### src/core/flash_protect_pkg.sv
/*
 * flash_protect_pkg: register offsets, field positions, reset values and
 * encodings shared by the flash block protect unit.
 * Assumes a plain address/strobe register port with 8-bit data.
 */
package flash_protect_pkg;
    localparam int ADDR_W = 16;
    localparam int DATA_W = 8;
    // register port offsets
    localparam logic [3:0] OFS_BOUNDARY = 4'h0;
    localparam logic [3:0] OFS_CONTROL = 4'h1;
    localparam logic [3:0] OFS_TARGET_LO = 4'h2;
    localparam logic [3:0] OFS_TARGET_HI = 4'h3;
    localparam logic [3:0] OFS_STATUS = 4'h4;
    localparam logic [3:0] OFS_START_LO = 4'h5;
    localparam logic [3:0] OFS_START_HI = 4'h6;
    // control register fields
    localparam int CTL_PROGRAM = 0;
    localparam int CTL_ERASE = 1;
    localparam int CTL_MASS = 2;
    localparam int CTL_HV = 3;
    localparam int CTL_LATCH = 4;
    // status register fields
    localparam int STS_PROTECTED = 0;
    localparam int STS_REFUSED = 1;
    localparam int STS_ABORTED = 2;
    localparam int STS_STANDBY = 3;
    // boundary value encodings, flash limits and data values
    localparam logic [7:0] BOUNDARY_ALL = 8'h00;
    localparam logic [7:0] BOUNDARY_NONE = 8'hFF;
    localparam logic [15:0] FLASH_TOP = 16'hFFFF;
    localparam logic [15:0] FLASH_BASE = 16'h8000;
    localparam logic [7:0] DATA_ZERO = 8'h00;
    localparam logic [7:0] UNMAPPED_READ = 8'h00;
    // sequence states, one-hot
    typedef enum logic [3:0] {
        ST_STANDBY = 4'h1,
        ST_SELECT = 4'h2,
        ST_ARMED = 4'h4,
        ST_HIGHV = 4'h8
    } seq_state_t;
endpackage : flash_protect_pkg

### src/core/flash_block_protect_unit.sv
/*
 * flash_block_protect_unit: decodes the boundary byte into a protect start
 * address, gates the high-voltage enable of program and erase sequences,
 * and drops to standby when the processor enters wait or stop.
 * Assumes the cpu drives the register port on mclk_i; the boundary byte
 * comes from non-volatile storage, stable and unaffected by reset; the
 * test high voltage level comes from a pin detector on another domain.
 */
// Summary of operation
// - start address = 1, boundary bits, seven zeros
// - protected from start up to FFFF
// - region starts on 128-byte page boundary
// - boundary 00 protects whole array
// - boundary FF protects nothing
// - wait during operation aborts to standby
// - stop during operation aborts to standby
// - standby holds program, erase and high voltage inactive
// - wait or stop while reading changes nothing
// - refuse high voltage on protected target
// - boundary locked once programmed unless test voltage present
`timescale 1ns/100ps
module flash_block_protect_unit
    import flash_protect_pkg::*;
(
    // clock and reset
    input wire logic mclk_i,
    input wire logic rst_n_i,
    // register port
    input wire logic [3:0] reg_addr_i,
    input wire logic [flash_protect_pkg::DATA_W-1:0] reg_wdata_i,
    input wire logic reg_wr_i,
    input wire logic reg_rd_i,
    output logic [flash_protect_pkg::DATA_W-1:0] reg_rdata_o,
    // non-volatile boundary and test voltage
    input wire logic [7:0] protect_start_bits_i,
    input wire logic test_high_voltage_i,
    // flash array write latch from the cpu
    input wire logic flash_wr_i,
    input wire logic [flash_protect_pkg::ADDR_W-1:0] flash_addr_i,
    // low power entry
    input wire logic wait_i,
    input wire logic stop_i,
    // flash array controls
    output logic program_select_o,
    output logic erase_select_o,
    output logic mass_select_o,
    output logic high_voltage_enable_o,
    output logic boundary_write_ok_o,
    output logic standby_o
);
    import flash_protect_pkg::*;

    // test voltage pin synchroniser
    // the pin is asynchronous, so only the second stage feeds logic
    logic tvolt_meta_q;
    logic tvolt_sync_q;
    always_ff @(posedge mclk_i) begin
        if (!rst_n_i) begin
            tvolt_meta_q <= 1'b0;
            tvolt_sync_q <= 1'b0;
        end else begin
            tvolt_meta_q <= test_high_voltage_i;
            tvolt_sync_q <= tvolt_meta_q;
        end
    end

    // boundary decode, combinational from the non-volatile byte
    logic [15:0] start_addr;
    logic all_open;
    logic boundary_read;
    always_comb begin
        // bit 15 set, bits 14:7 boundary, low bits zero
        // low seven zeros give a 128-byte page start
        start_addr = {1'b1, protect_start_bits_i, 7'h00};
        // all ones leaves the array open
        all_open = (protect_start_bits_i == BOUNDARY_NONE);
        boundary_read = reg_rd_i && (reg_addr_i == OFS_BOUNDARY);
    end

    // sequence state and control bits
    seq_state_t state_q, state_d;
    logic prog_q, prog_d;
    logic ers_q, ers_d;
    logic mass_q, mass_d;
    logic hv_q, hv_d;
    logic [15:0] target_q, target_d;
    logic latched_q, latched_d;
    logic refused_q, refused_d;
    logic aborted_q, aborted_d;
    logic target_prot;
    logic low_power;
    logic ctl_wr;

    always_comb begin
        state_d = state_q;
        prog_d = prog_q;
        ers_d = ers_q;
        mass_d = mass_q;
        hv_d = hv_q;
        target_d = target_q;
        latched_d = latched_q;
        refused_d = refused_q;
        aborted_d = aborted_q;
        low_power = wait_i || stop_i;
        ctl_wr = reg_wr_i && (reg_addr_i == OFS_CONTROL);
        // latched address at or above start is protected
        // upper end fixed at the top of flash
        // zero boundary gives start 8000, the whole array
        target_prot = !all_open && (target_q >= start_addr) && (target_q <= FLASH_TOP);
        // status bits cleared by writing ones
        if (reg_wr_i && (reg_addr_i == OFS_STATUS)) begin
            if (reg_wdata_i[STS_REFUSED]) begin
                refused_d = 1'b0;
            end
            if (reg_wdata_i[STS_ABORTED]) begin
                aborted_d = 1'b0;
            end
        end
        if (ctl_wr) begin
            // program and erase are interlocked, program wins a tie
            prog_d = reg_wdata_i[CTL_PROGRAM];
            ers_d = reg_wdata_i[CTL_ERASE] && !reg_wdata_i[CTL_PROGRAM];
            mass_d = reg_wdata_i[CTL_MASS];
            if (!reg_wdata_i[CTL_HV]) begin
                hv_d = 1'b0;
            end else if (state_q == ST_ARMED && latched_q && (prog_q || ers_q)) begin
                // high voltage refused on a protected target
                if (target_prot) begin
                    refused_d = 1'b1;
                end else begin
                    hv_d = 1'b1;
                end
            end else if (!hv_q) begin
                refused_d = 1'b1;
            end
        end
        if (flash_wr_i && (prog_q || ers_q) && !hv_q) begin
            target_d = flash_addr_i;
            latched_d = 1'b1;
        end
        case (state_q)
            ST_STANDBY: begin
                latched_d = 1'b0;
                if (prog_d || ers_d) begin
                    state_d = ST_SELECT;
                end
            end
            ST_SELECT: begin
                if (boundary_read) begin
                    state_d = ST_ARMED;
                end
            end
            ST_ARMED: begin
                if (hv_d) begin
                    state_d = ST_HIGHV;
                end
            end
            ST_HIGHV: begin
                if (!hv_d) begin
                    state_d = ST_STANDBY;
                    prog_d = 1'b0;
                    ers_d = 1'b0;
                end
            end
            default: begin
                state_d = ST_STANDBY;
            end
        endcase
        if (!prog_d && !ers_d && !hv_d && state_q != ST_HIGHV) begin
            state_d = ST_STANDBY;
        end
        // idle reads are left alone on wait or stop
        if (low_power && (prog_q || ers_q || hv_q)) begin
            state_d = ST_STANDBY;
            prog_d = 1'b0;
            ers_d = 1'b0;
            mass_d = 1'b0;
            hv_d = 1'b0;
            latched_d = 1'b0;
            aborted_d = 1'b1;
        end
    end

    always_ff @(posedge mclk_i) begin
        if (!rst_n_i) begin
            state_q <= ST_STANDBY;
            prog_q <= 1'b0;
            ers_q <= 1'b0;
            mass_q <= 1'b0;
            hv_q <= 1'b0;
            target_q <= FLASH_BASE;
            latched_q <= 1'b0;
            refused_q <= 1'b0;
            aborted_q <= 1'b0;
        end else begin
            state_q <= state_d;
            prog_q <= prog_d;
            ers_q <= ers_d;
            mass_q <= mass_d;
            hv_q <= hv_d;
            target_q <= target_d;
            latched_q <= latched_d;
            refused_q <= refused_d;
            aborted_q <= aborted_d;
        end
    end

    // outputs and read data
    logic [7:0] rdata_d;
    logic wok_d;
    logic sby_d;
    always_comb begin
        // boundary locked once programmed, unless test voltage
        wok_d = all_open || tvolt_sync_q;
        // standby follows the next state so it lines up with the controls
        sby_d = (state_d == ST_STANDBY);
        rdata_d = UNMAPPED_READ;
        if (reg_rd_i) begin
            case (reg_addr_i)
                OFS_BOUNDARY: rdata_d = protect_start_bits_i;
                OFS_CONTROL: rdata_d = {3'h0, latched_q, hv_q, mass_q, ers_q, prog_q};
                OFS_TARGET_LO: rdata_d = target_q[7:0];
                OFS_TARGET_HI: rdata_d = target_q[15:8];
                OFS_STATUS: rdata_d = {4'h0, (state_q == ST_STANDBY), aborted_q,
                    refused_q, target_prot};
                OFS_START_LO: rdata_d = start_addr[7:0];
                OFS_START_HI: rdata_d = start_addr[15:8];
                default: rdata_d = UNMAPPED_READ;
            endcase
        end
    end

    logic [7:0] rdata_q;
    logic wok_q;
    logic sby_q;
    always_ff @(posedge mclk_i) begin
        if (!rst_n_i) begin
            rdata_q <= DATA_ZERO;
            wok_q <= 1'b0;
            sby_q <= 1'b1;
        end else begin
            rdata_q <= rdata_d;
            wok_q <= wok_d;
            sby_q <= sby_d;
        end
    end

    assign reg_rdata_o = rdata_q;
    assign program_select_o = prog_q;
    assign erase_select_o = ers_q;
    assign mass_select_o = mass_q;
    assign high_voltage_enable_o = hv_q;
    assign boundary_write_ok_o = wok_q;
    assign standby_o = sby_q;

    // checks on the boundary decode and lock, the protect gating and the abort path
    a_hv_not_protected: assert property (@(posedge mclk_i) disable iff (!rst_n_i)
        $rose(hv_q) |-> !$past(target_prot))
        else $error("high voltage set on protected target");
    a_wait_abort: assert property (@(posedge mclk_i) disable iff (!rst_n_i)
        (wait_i && hv_q) |=> (!hv_q && !prog_q && !ers_q))
        else $error("wait did not abort operation");
    a_stop_abort: assert property (@(posedge mclk_i) disable iff (!rst_n_i)
        (stop_i && (prog_q || ers_q)) |=> (state_q == ST_STANDBY && aborted_q))
        else $error("stop did not abort operation");
    a_standby_quiet: assert property (@(posedge mclk_i) disable iff (!rst_n_i)
        (state_q == ST_STANDBY) |-> !hv_q)
        else $error("high voltage active in standby");
    // watched at the read port, so a broken decode cannot hide behind itself
    a_start_format: assert property (@(posedge mclk_i) disable iff (!rst_n_i)
        (reg_rd_i && reg_addr_i == OFS_START_HI) ##1 $stable(protect_start_bits_i)
        |-> (rdata_q == {1'b1, protect_start_bits_i[7:1]}))
        else $error("start address malformed");
    a_page_start: assert property (@(posedge mclk_i) disable iff (!rst_n_i)
        (reg_rd_i && reg_addr_i == OFS_START_LO) ##1 $stable(protect_start_bits_i)
        |-> (rdata_q == {protect_start_bits_i[0], 7'h00}))
        else $error("start address off a page boundary");
    a_open_none: assert property (@(posedge mclk_i) disable iff (!rst_n_i)
        all_open |-> !target_prot)
        else $error("open boundary still protects");
    a_zero_all: assert property (@(posedge mclk_i) disable iff (!rst_n_i)
        (protect_start_bits_i == BOUNDARY_ALL && target_q[15]) |-> target_prot)
        else $error("zero boundary leaves a hole");
    a_idle_lowpower: assert property (@(posedge mclk_i) disable iff (!rst_n_i)
        (low_power && !prog_q && !ers_q && !hv_q) |=> !aborted_q || $past(aborted_q))
        else $error("idle low power flagged abort");
    a_lock_boundary: assert property (@(posedge mclk_i) disable iff (!rst_n_i)
        (!all_open && !tvolt_sync_q) |=> !wok_q)
        else $error("boundary write allowed while locked");
    a_refuse_unread: assert property (@(posedge mclk_i) disable iff (!rst_n_i)
        (ctl_wr && reg_wdata_i[CTL_HV] && state_q == ST_SELECT) |=> (!hv_q && refused_q))
        else $error("high voltage set without boundary read");
    c_program_hv: cover property (@(posedge mclk_i) disable iff (!rst_n_i)
        prog_q && $rose(hv_q));
    c_mass_erase: cover property (@(posedge mclk_i) disable iff (!rst_n_i)
        mass_q && ers_q && $rose(hv_q));
    c_refused: cover property (@(posedge mclk_i) disable iff (!rst_n_i) $rose(refused_q));
    c_aborted: cover property (@(posedge mclk_i) disable iff (!rst_n_i) $rose(aborted_q));
endmodule : flash_block_protect_unit

### config.mk
export PLATFORM = sky130hd
export DESIGN_NAME = flash_block_protect_unit
export DESIGN_NICKNAME = d
export VERILOG_FILES = /design/src/core/flash_protect_pkg.sv /design/src/core/flash_block_protect_unit.sv
export SDC_FILE = /design/constraint.sdc
export NUM_CORES = 1
export LEC_CHECK = 0
export BUFFER_PORTS_ARGS = -buffer_cell sky130_fd_sc_hd__buf_2
export CAP_MARGIN = 20
export CORE_ASPECT_RATIO = 0.75
export CORE_MARGIN = 2
export CORE_UTILIZATION = 56
export CTS_CLUSTER_DIAMETER = 150
export CTS_CLUSTER_SIZE = 24
export DETAILED_ROUTE_END_ITERATION = 16
export GPL_TIMING_DRIVEN = 0
export PLACE_DENSITY = 0.87
export SLEW_MARGIN = 20
export SYNTH_ARGS = -nofsm -noshare
export SYNTH_HDL_FRONTEND = slang
export SYNTH_SLANG_ARGS = --single-unit
### constraint.sdc
create_clock -name mclk_i -period 3.91 [get_ports mclk_i]
set_input_delay 0.782 -clock mclk_i [delete_from_list [all_inputs] [get_ports mclk_i]]
set_output_delay 0.782 -clock mclk_i [all_outputs]
set_load 0.02 [all_outputs]
* After elaboration in Yosys (flattened, before gate mapping)
Cells that the tools add are included.
W data, S select, Z words.
** Storage, ports and cells
- Register bits after elaboration :: 39
- Latch bits :: 0
- RAM bits :: 0
- Bits in read-only memories :: 0
- Bits of input ports :: 44
- Word-level logic and storage cells :: 90
- Memories :: 0
** Operators by class
- Add/subtract/negate cells :: 0
- Multiply operators :: 0
- Div/mod/pow operators :: 0
- $lt $le $gt $ge :: 2
- Eq/ne operators :: 13
- Shift operators :: 0
- Mux-type cells :: 28
- Bitwise operators :: 1
- Reduce and logical (&&, ||, !) cells :: 32
** Operator list (number)
- $pmux W8 S7 :: 1
- $mux W4 :: 6
- $mux W1 :: 20
- $eq A4 B3 Y1 const B :: 4
- $ge A16 B16 Y1 :: 1
- $le A16 B16 Y1 const B :: 1
- $pmux W4 S4 :: 1
- $logic_and A1 B1 Y1 :: 14
- $eq A4 B1 Y1 const B :: 3
- $eq A4 B2 Y1 const B :: 3
- $eq A8 B8 Y1 const B :: 1
- $logic_not A1 Y1 :: 6
- $logic_or A1 B1 Y1 :: 5
- $eq A4 B4 Y1 const B :: 1
- $logic_not A4 Y1 :: 1
- $ne A4 B4 Y1 const B :: 1
- $reduce_and A2 Y1 :: 2
- $reduce_bool A2 Y1 :: 2
- $reduce_or A3 Y1 :: 1
- $reduce_or A2 Y1 :: 1
- $not A1 Y1 :: 1

* Longest topological paths before layout
- Word-level depth :: 17
- Depth in mapped cells :: 8
- Mapped depth without buffers :: 8

* Worst setup path after synthesis
No wires, ideal clock.
- Path type :: input -> register
- Start :: input protect_start_bits_i[0]
- End :: register rdata_q[0], in the netlist reg_rdata_o[0]
- Library setup time :: 75 ps
- Data arrival time :: 2185 ps
- Data required time :: 3835 ps
- Path slack :: 1650 ps
- Stages on the path :: 7
- Cells stage by stage :: ha_1 > nor4b_2 > nand2_1 > a211o_1 > a21o_1 > or3_1 > a21oi_1
** Between the ends
- Word-level cells in the longest chain between the ends :: 5
** RTL lines
- start, declared :: line flash_block_protect_unit.sv:35 : input wire logic [7:0] protect_start_bits_i,
- parallel branches: the longest is 4 deep, another holds $ge A16 B16 Y1
- $pmux W8 S7 (*) :: line flash_block_protect_unit.sv:219 : case (reg_addr_i)
- end signal, assigned :: line flash_block_protect_unit.sv:242 : rdata_q <= rdata_d;
- end, declared :: line flash_block_protect_unit.sv:233 : logic [7:0] rdata_q;
Every way passes the cells marked *.
A chain may end at the register's enable or synchronous reset.

* Final worst setup path
Same ends and word-level chain as after synthesis.

==> reports/qor.log <==
[status] status completed
[place] Worst Setup Slack post-DPL 1315 ps
[clocking] clock latency at the later pin of the worst-skew pair 300 ps
[clocking] setup repair bufs after CTS 0
[pwr] power share of the clock group 0.378
[die] Die W 75.23 um
[clocking] TritonCTS Buffers 5
[clocking] maximum level of the CTS H-tree 2
[sta] clk_skew 6.001 ps
[synthesis] Mapped Nets 308
[pwr] leak pwr 1.071 nW
[pwr] total power divided by cell area 314.3 mW/mm^2
[global_route] vias in the first global route 1959
[final_layout] most common cell after layout, fill and taps aside sky130_fd_sc_hd__buf_2
[synthesis] distinct cell type count of the synthesized netlist 47
[die] Die Span Y 57.42 um
[routing] total met3 wirelength after detailed routing 552 um
[sta] Slew headroom 0.6496
[die] Std-Cell Core Area 0.003661 mm^2
[routing] Antenna Nets Post-Route 0
[synthesis] yosys warns 0
[final_layout] number of nets in the layout 366
[sta] hold violation total from the final report 0
[setup_path] register-to-register setup slack 1810 ps
[final_layout] Diodes inserted 0
[global_route] GRT Resource Usage Total 0.2832
[pwr] maximum resistive drop on vdd 317.1 uV
[global_route] global-route wire length before repair 9.080 mm
[final_layout] share of final-layout standard cells stronger than drive strength 1 0.2254
[routing] iteration-0 DRC count of the detailed router 227
[synthesis] post-synthesis sequential area ratio 0.3664
[final_layout] Post-Route Utilization 0.6979
[place] port buffer count 51
[final_layout] largest register by flop count target_q
[sta] worst-margin pin slew 525.5 ps
[die] overall die area 0.004319 mm^2
[sta] period utilization 0.5854
[pwr] Net Sw Power 0.1996 mW
[routing] total length of routed wires 5.563 mm
[setup_path] category of the most critical setup path in -> reg
[routing] count of unresolved DRC violations after routing 0
[setup_path] critical path required time 4130 ps
[die] Std-Cell Rows 19
[routing] Detail Route met2 WL 2.329 mm
[pwr] Pint 0.6034 mW
[final_layout] register area 780.7 um^2
[setup_path] beginning of the critical path protect_start_bits_i[0]
[clocking] Bufs on Longest Clock Path 2
[sta] number of failing setup endpoints in the final timing report 0
[setup_path] data arrival time of the worst path 2510 ps
[sta] Final min period 2289 ps
[hold_path] hold wc startpoint tvolt_meta_q$_SDFF_PN0_
[sta] final critical-path setup slack 1621 ps
[global_route] total global routing overflow 0
[synthesis] Gate Count Post-Synth 256
[setup_path] highest net fanout along the worst path 6
[sta] TNS Setup 0 ps
[sta] Hold Slack 445.7 ps
[die] number of ports placed on the die boundary 58
[die] starting utilization of the core area 0.5820
[pwr] fraction of power spent switching nets 0.2486
[clocking] TritonCTS Sinks 39
[pwr] share of power burned in registers 0.503
[setup_path] endpoint of the lowest-slack register-to-register path reg_rdata_o[0]$_SDFF_PN0_
[routing] routed length per placed instance 15.16 um
[final_layout] commonest non-fill, non-tap cells in the layout sky130_fd_sc_hd__buf_2 (52), sky130_fd_sc_hd__nand2_1 (40), sky130_fd_sc_hd__dfxtp_1 (39)
[synthesis] Async SR Flop Fraction 0
[synthesis] flop and latch count out of synthesis 39
[setup_path] worst flop-to-flop path startpoint target_q[7]$_SDFFE_PN0P_
[routing] vias per std cell 5.864
[job] maximum capacitance violations 0
[clocking] clock slew at the register clock pins of the worst setup and hold paths 80 ps
[hold_path] number of cells on the worst hold path 1
[sta] final count of pins violating max slew 0
[final_layout] max reg flops 16
[routing] DR vias 2152
[synthesis] Post-synth EDFFs 0
[routing] top routing layer used met4
[final_layout] area overhead of the layout relative to synthesis 19.91%
[clocking] root buffer cell sky130_fd_sc_hd__clkbuf_8
[synthesis] Main synth FF type sky130_fd_sc_hd__dfxtp_1
[synthesis] average footprint of a synthesized cell 8.323 um^2
[place] gp weighted congestion 0.9263
[routing] WL met1 2.521 mm
[final_layout] multi-input gate area in the final layout 0.001259 mm^2
[global_route] pin count of the biggest net entering global routing 13
[final_layout] Filler Cell Count 311
[hold_path] Hold Path End tvolt_sync_q$_SDFF_PN0_
[sta] fmax 436.9 MHz
[place] estimated wirelength of the detail-placed design 4.263 mm
[setup_path] kind of start point of the critical path input port
[setup_path] Worst setup EP type register
[hold_path] classification of the worst-slack hold path reg -> reg
[global_route] initial antenna violation count 0
[pwr] share of total power in combinational logic 0.119
[setup_path] worst reg-to-reg path cell count 8
[clocking] clock tree from TritonCTS done
[synthesis] cell area after synthesis 0.002131 mm^2
[sta] setup repair after global routing missed its margin no
[clocking] Post-CTS Resized 0
[clocking] hold bufs inserted after CTS 0
[routing] iteration count of the initial detailed-routing pass 8
-- worst max-delay path by stage --
stage                                           end
after floorplan           reg_rdata_o[0]$_SDFF_PN0_
after global placement        state_q[1]$_SDFF_PN0_
after detailed placement  reg_rdata_o[0]$_SDFF_PN0_
after CTS                 reg_rdata_o[0]$_SDFF_PN0_
after global routing          state_q[2]$_SDFF_PN0_
final                     reg_rdata_o[0]$_SDFF_PN0_
-- Yosys cell counts (2+ instances only) --
| cell | count | area [um^2] |
|---|---|---|
| sky130_fd_sc_hd__nor3_1 | 5 | 25.02 |
| sky130_fd_sc_hd__nor4_1 | 2 | 12.51 |
| sky130_fd_sc_hd__nor3b_1 | 3 | 22.52 |
| sky130_fd_sc_hd__a31oi_1 | 2 | 12.51 |
| sky130_fd_sc_hd__o22ai_1 | 3 | 18.77 |
| sky130_fd_sc_hd__nand3_1 | 5 | 25.02 |
| sky130_fd_sc_hd__dfxtp_1 | 39 | 780.8 |
| sky130_fd_sc_hd__nor2b_1 | 7 | 43.79 |
| sky130_fd_sc_hd__o21ai_0 | 9 | 45.04 |
| sky130_fd_sc_hd__nand2b_1 | 5 | 31.28 |
| sky130_fd_sc_hd__a22oi_1 | 3 | 22.52 |
| sky130_fd_sc_hd__and2_1 | 2 | 12.51 |
| sky130_fd_sc_hd__nor2_1 | 27 | 101.4 |
| sky130_fd_sc_hd__inv_1 | 12 | 45.04 |
| sky130_fd_sc_hd__a21o_1 | 2 | 15.01 |
| sky130_fd_sc_hd__ha_1 | 8 | 100.1 |
| sky130_fd_sc_hd__a211oi_1 | 3 | 22.52 |
| sky130_fd_sc_hd__o21ai_1 | 2 | 10.01 |
| sky130_fd_sc_hd__or3_1 | 4 | 25.02 |
| sky130_fd_sc_hd__a21boi_0 | 16 | 120.1 |
| sky130_fd_sc_hd__a311oi_1 | 2 | 17.52 |
| sky130_fd_sc_hd__a21oi_1 | 7 | 35.03 |
| sky130_fd_sc_hd__mux2i_1 | 9 | 90.09 |
| sky130_fd_sc_hd__nand4_1 | 7 | 43.79 |
| sky130_fd_sc_hd__nand2_1 | 40 | 150.1 |
| sky130_fd_sc_hd__o22a_1 | 2 | 17.52 |
| sky130_fd_sc_hd__clkbuf_1 | 7 | 26.28 |
| sky130_fd_sc_hd__mux4_2 | 3 | 67.56 |
| sky130_fd_sc_hd__nand3b_1 | 2 | 15.01 |
-- cells by family after synthesis --
family                   share of synthesized area
AND/OR/NAND/NOR                             0.2748
AO/OA/AOI/OAI                               0.1897
flip-flops                                  0.3664
adder cells (fa/ha/maj)                    0.04698
buffers and inverters                      0.04286
multiplexers                               0.07927
-- stage by stage --
step	instances	instance area [um^2]	power, mW
4_1_cts	367	2555	0.8055
5_1_grt	367	2555	0.8324
6_report	367	2555	0.8031
3_3_place_gp	359	2451	0.5035
3_5_place_dp	359	2451	0.5057
2_1_floorplan	256	2131	0.4655
-- per-layer routing --
metal,up-vias,track usage
met5,-,0
met2,128,0.4123
met1,978,0.3890
met4,0,0.1103
li1,1028,-
met3,18,0.09364
-- layout make-up --
cell class              count  share of cell area
repair buffers             51             0.09990
inverters                  12             0.01763
flip-flops and latches     39              0.3056
clock buffers               7             0.03771
well taps                  52             0.02547
plain buffers              10             0.01812
multi-input cells         195              0.4927
clock inverters             1            0.002938
-- power by group through the flow --
stage	clock network, mW	logic (mW)	registers [mW]
2_1_floorplan	0	0.0508	0.415
3_3_place_gp	0	0.0906	0.413
3_5_place_dp	0	0.0927	0.413
4_1_cts	0.308	0.0938	0.404
5_1_grt	0.324	0.104	0.404
6_report	0.304	0.0954	0.404
-- critical path, stage by stage --
cell	delay (ps)
sky130_fd_sc_hd__buf_2	130
sky130_fd_sc_hd__ha_1	280
sky130_fd_sc_hd__nor4b_2	190
sky130_fd_sc_hd__nand2_1	80
sky130_fd_sc_hd__a211o_1	300
sky130_fd_sc_hd__a21o_1	230
sky130_fd_sc_hd__or3_1	360
sky130_fd_sc_hd__a21oi_1	170
Note: power is estimated with default switching activity, not from simulation.
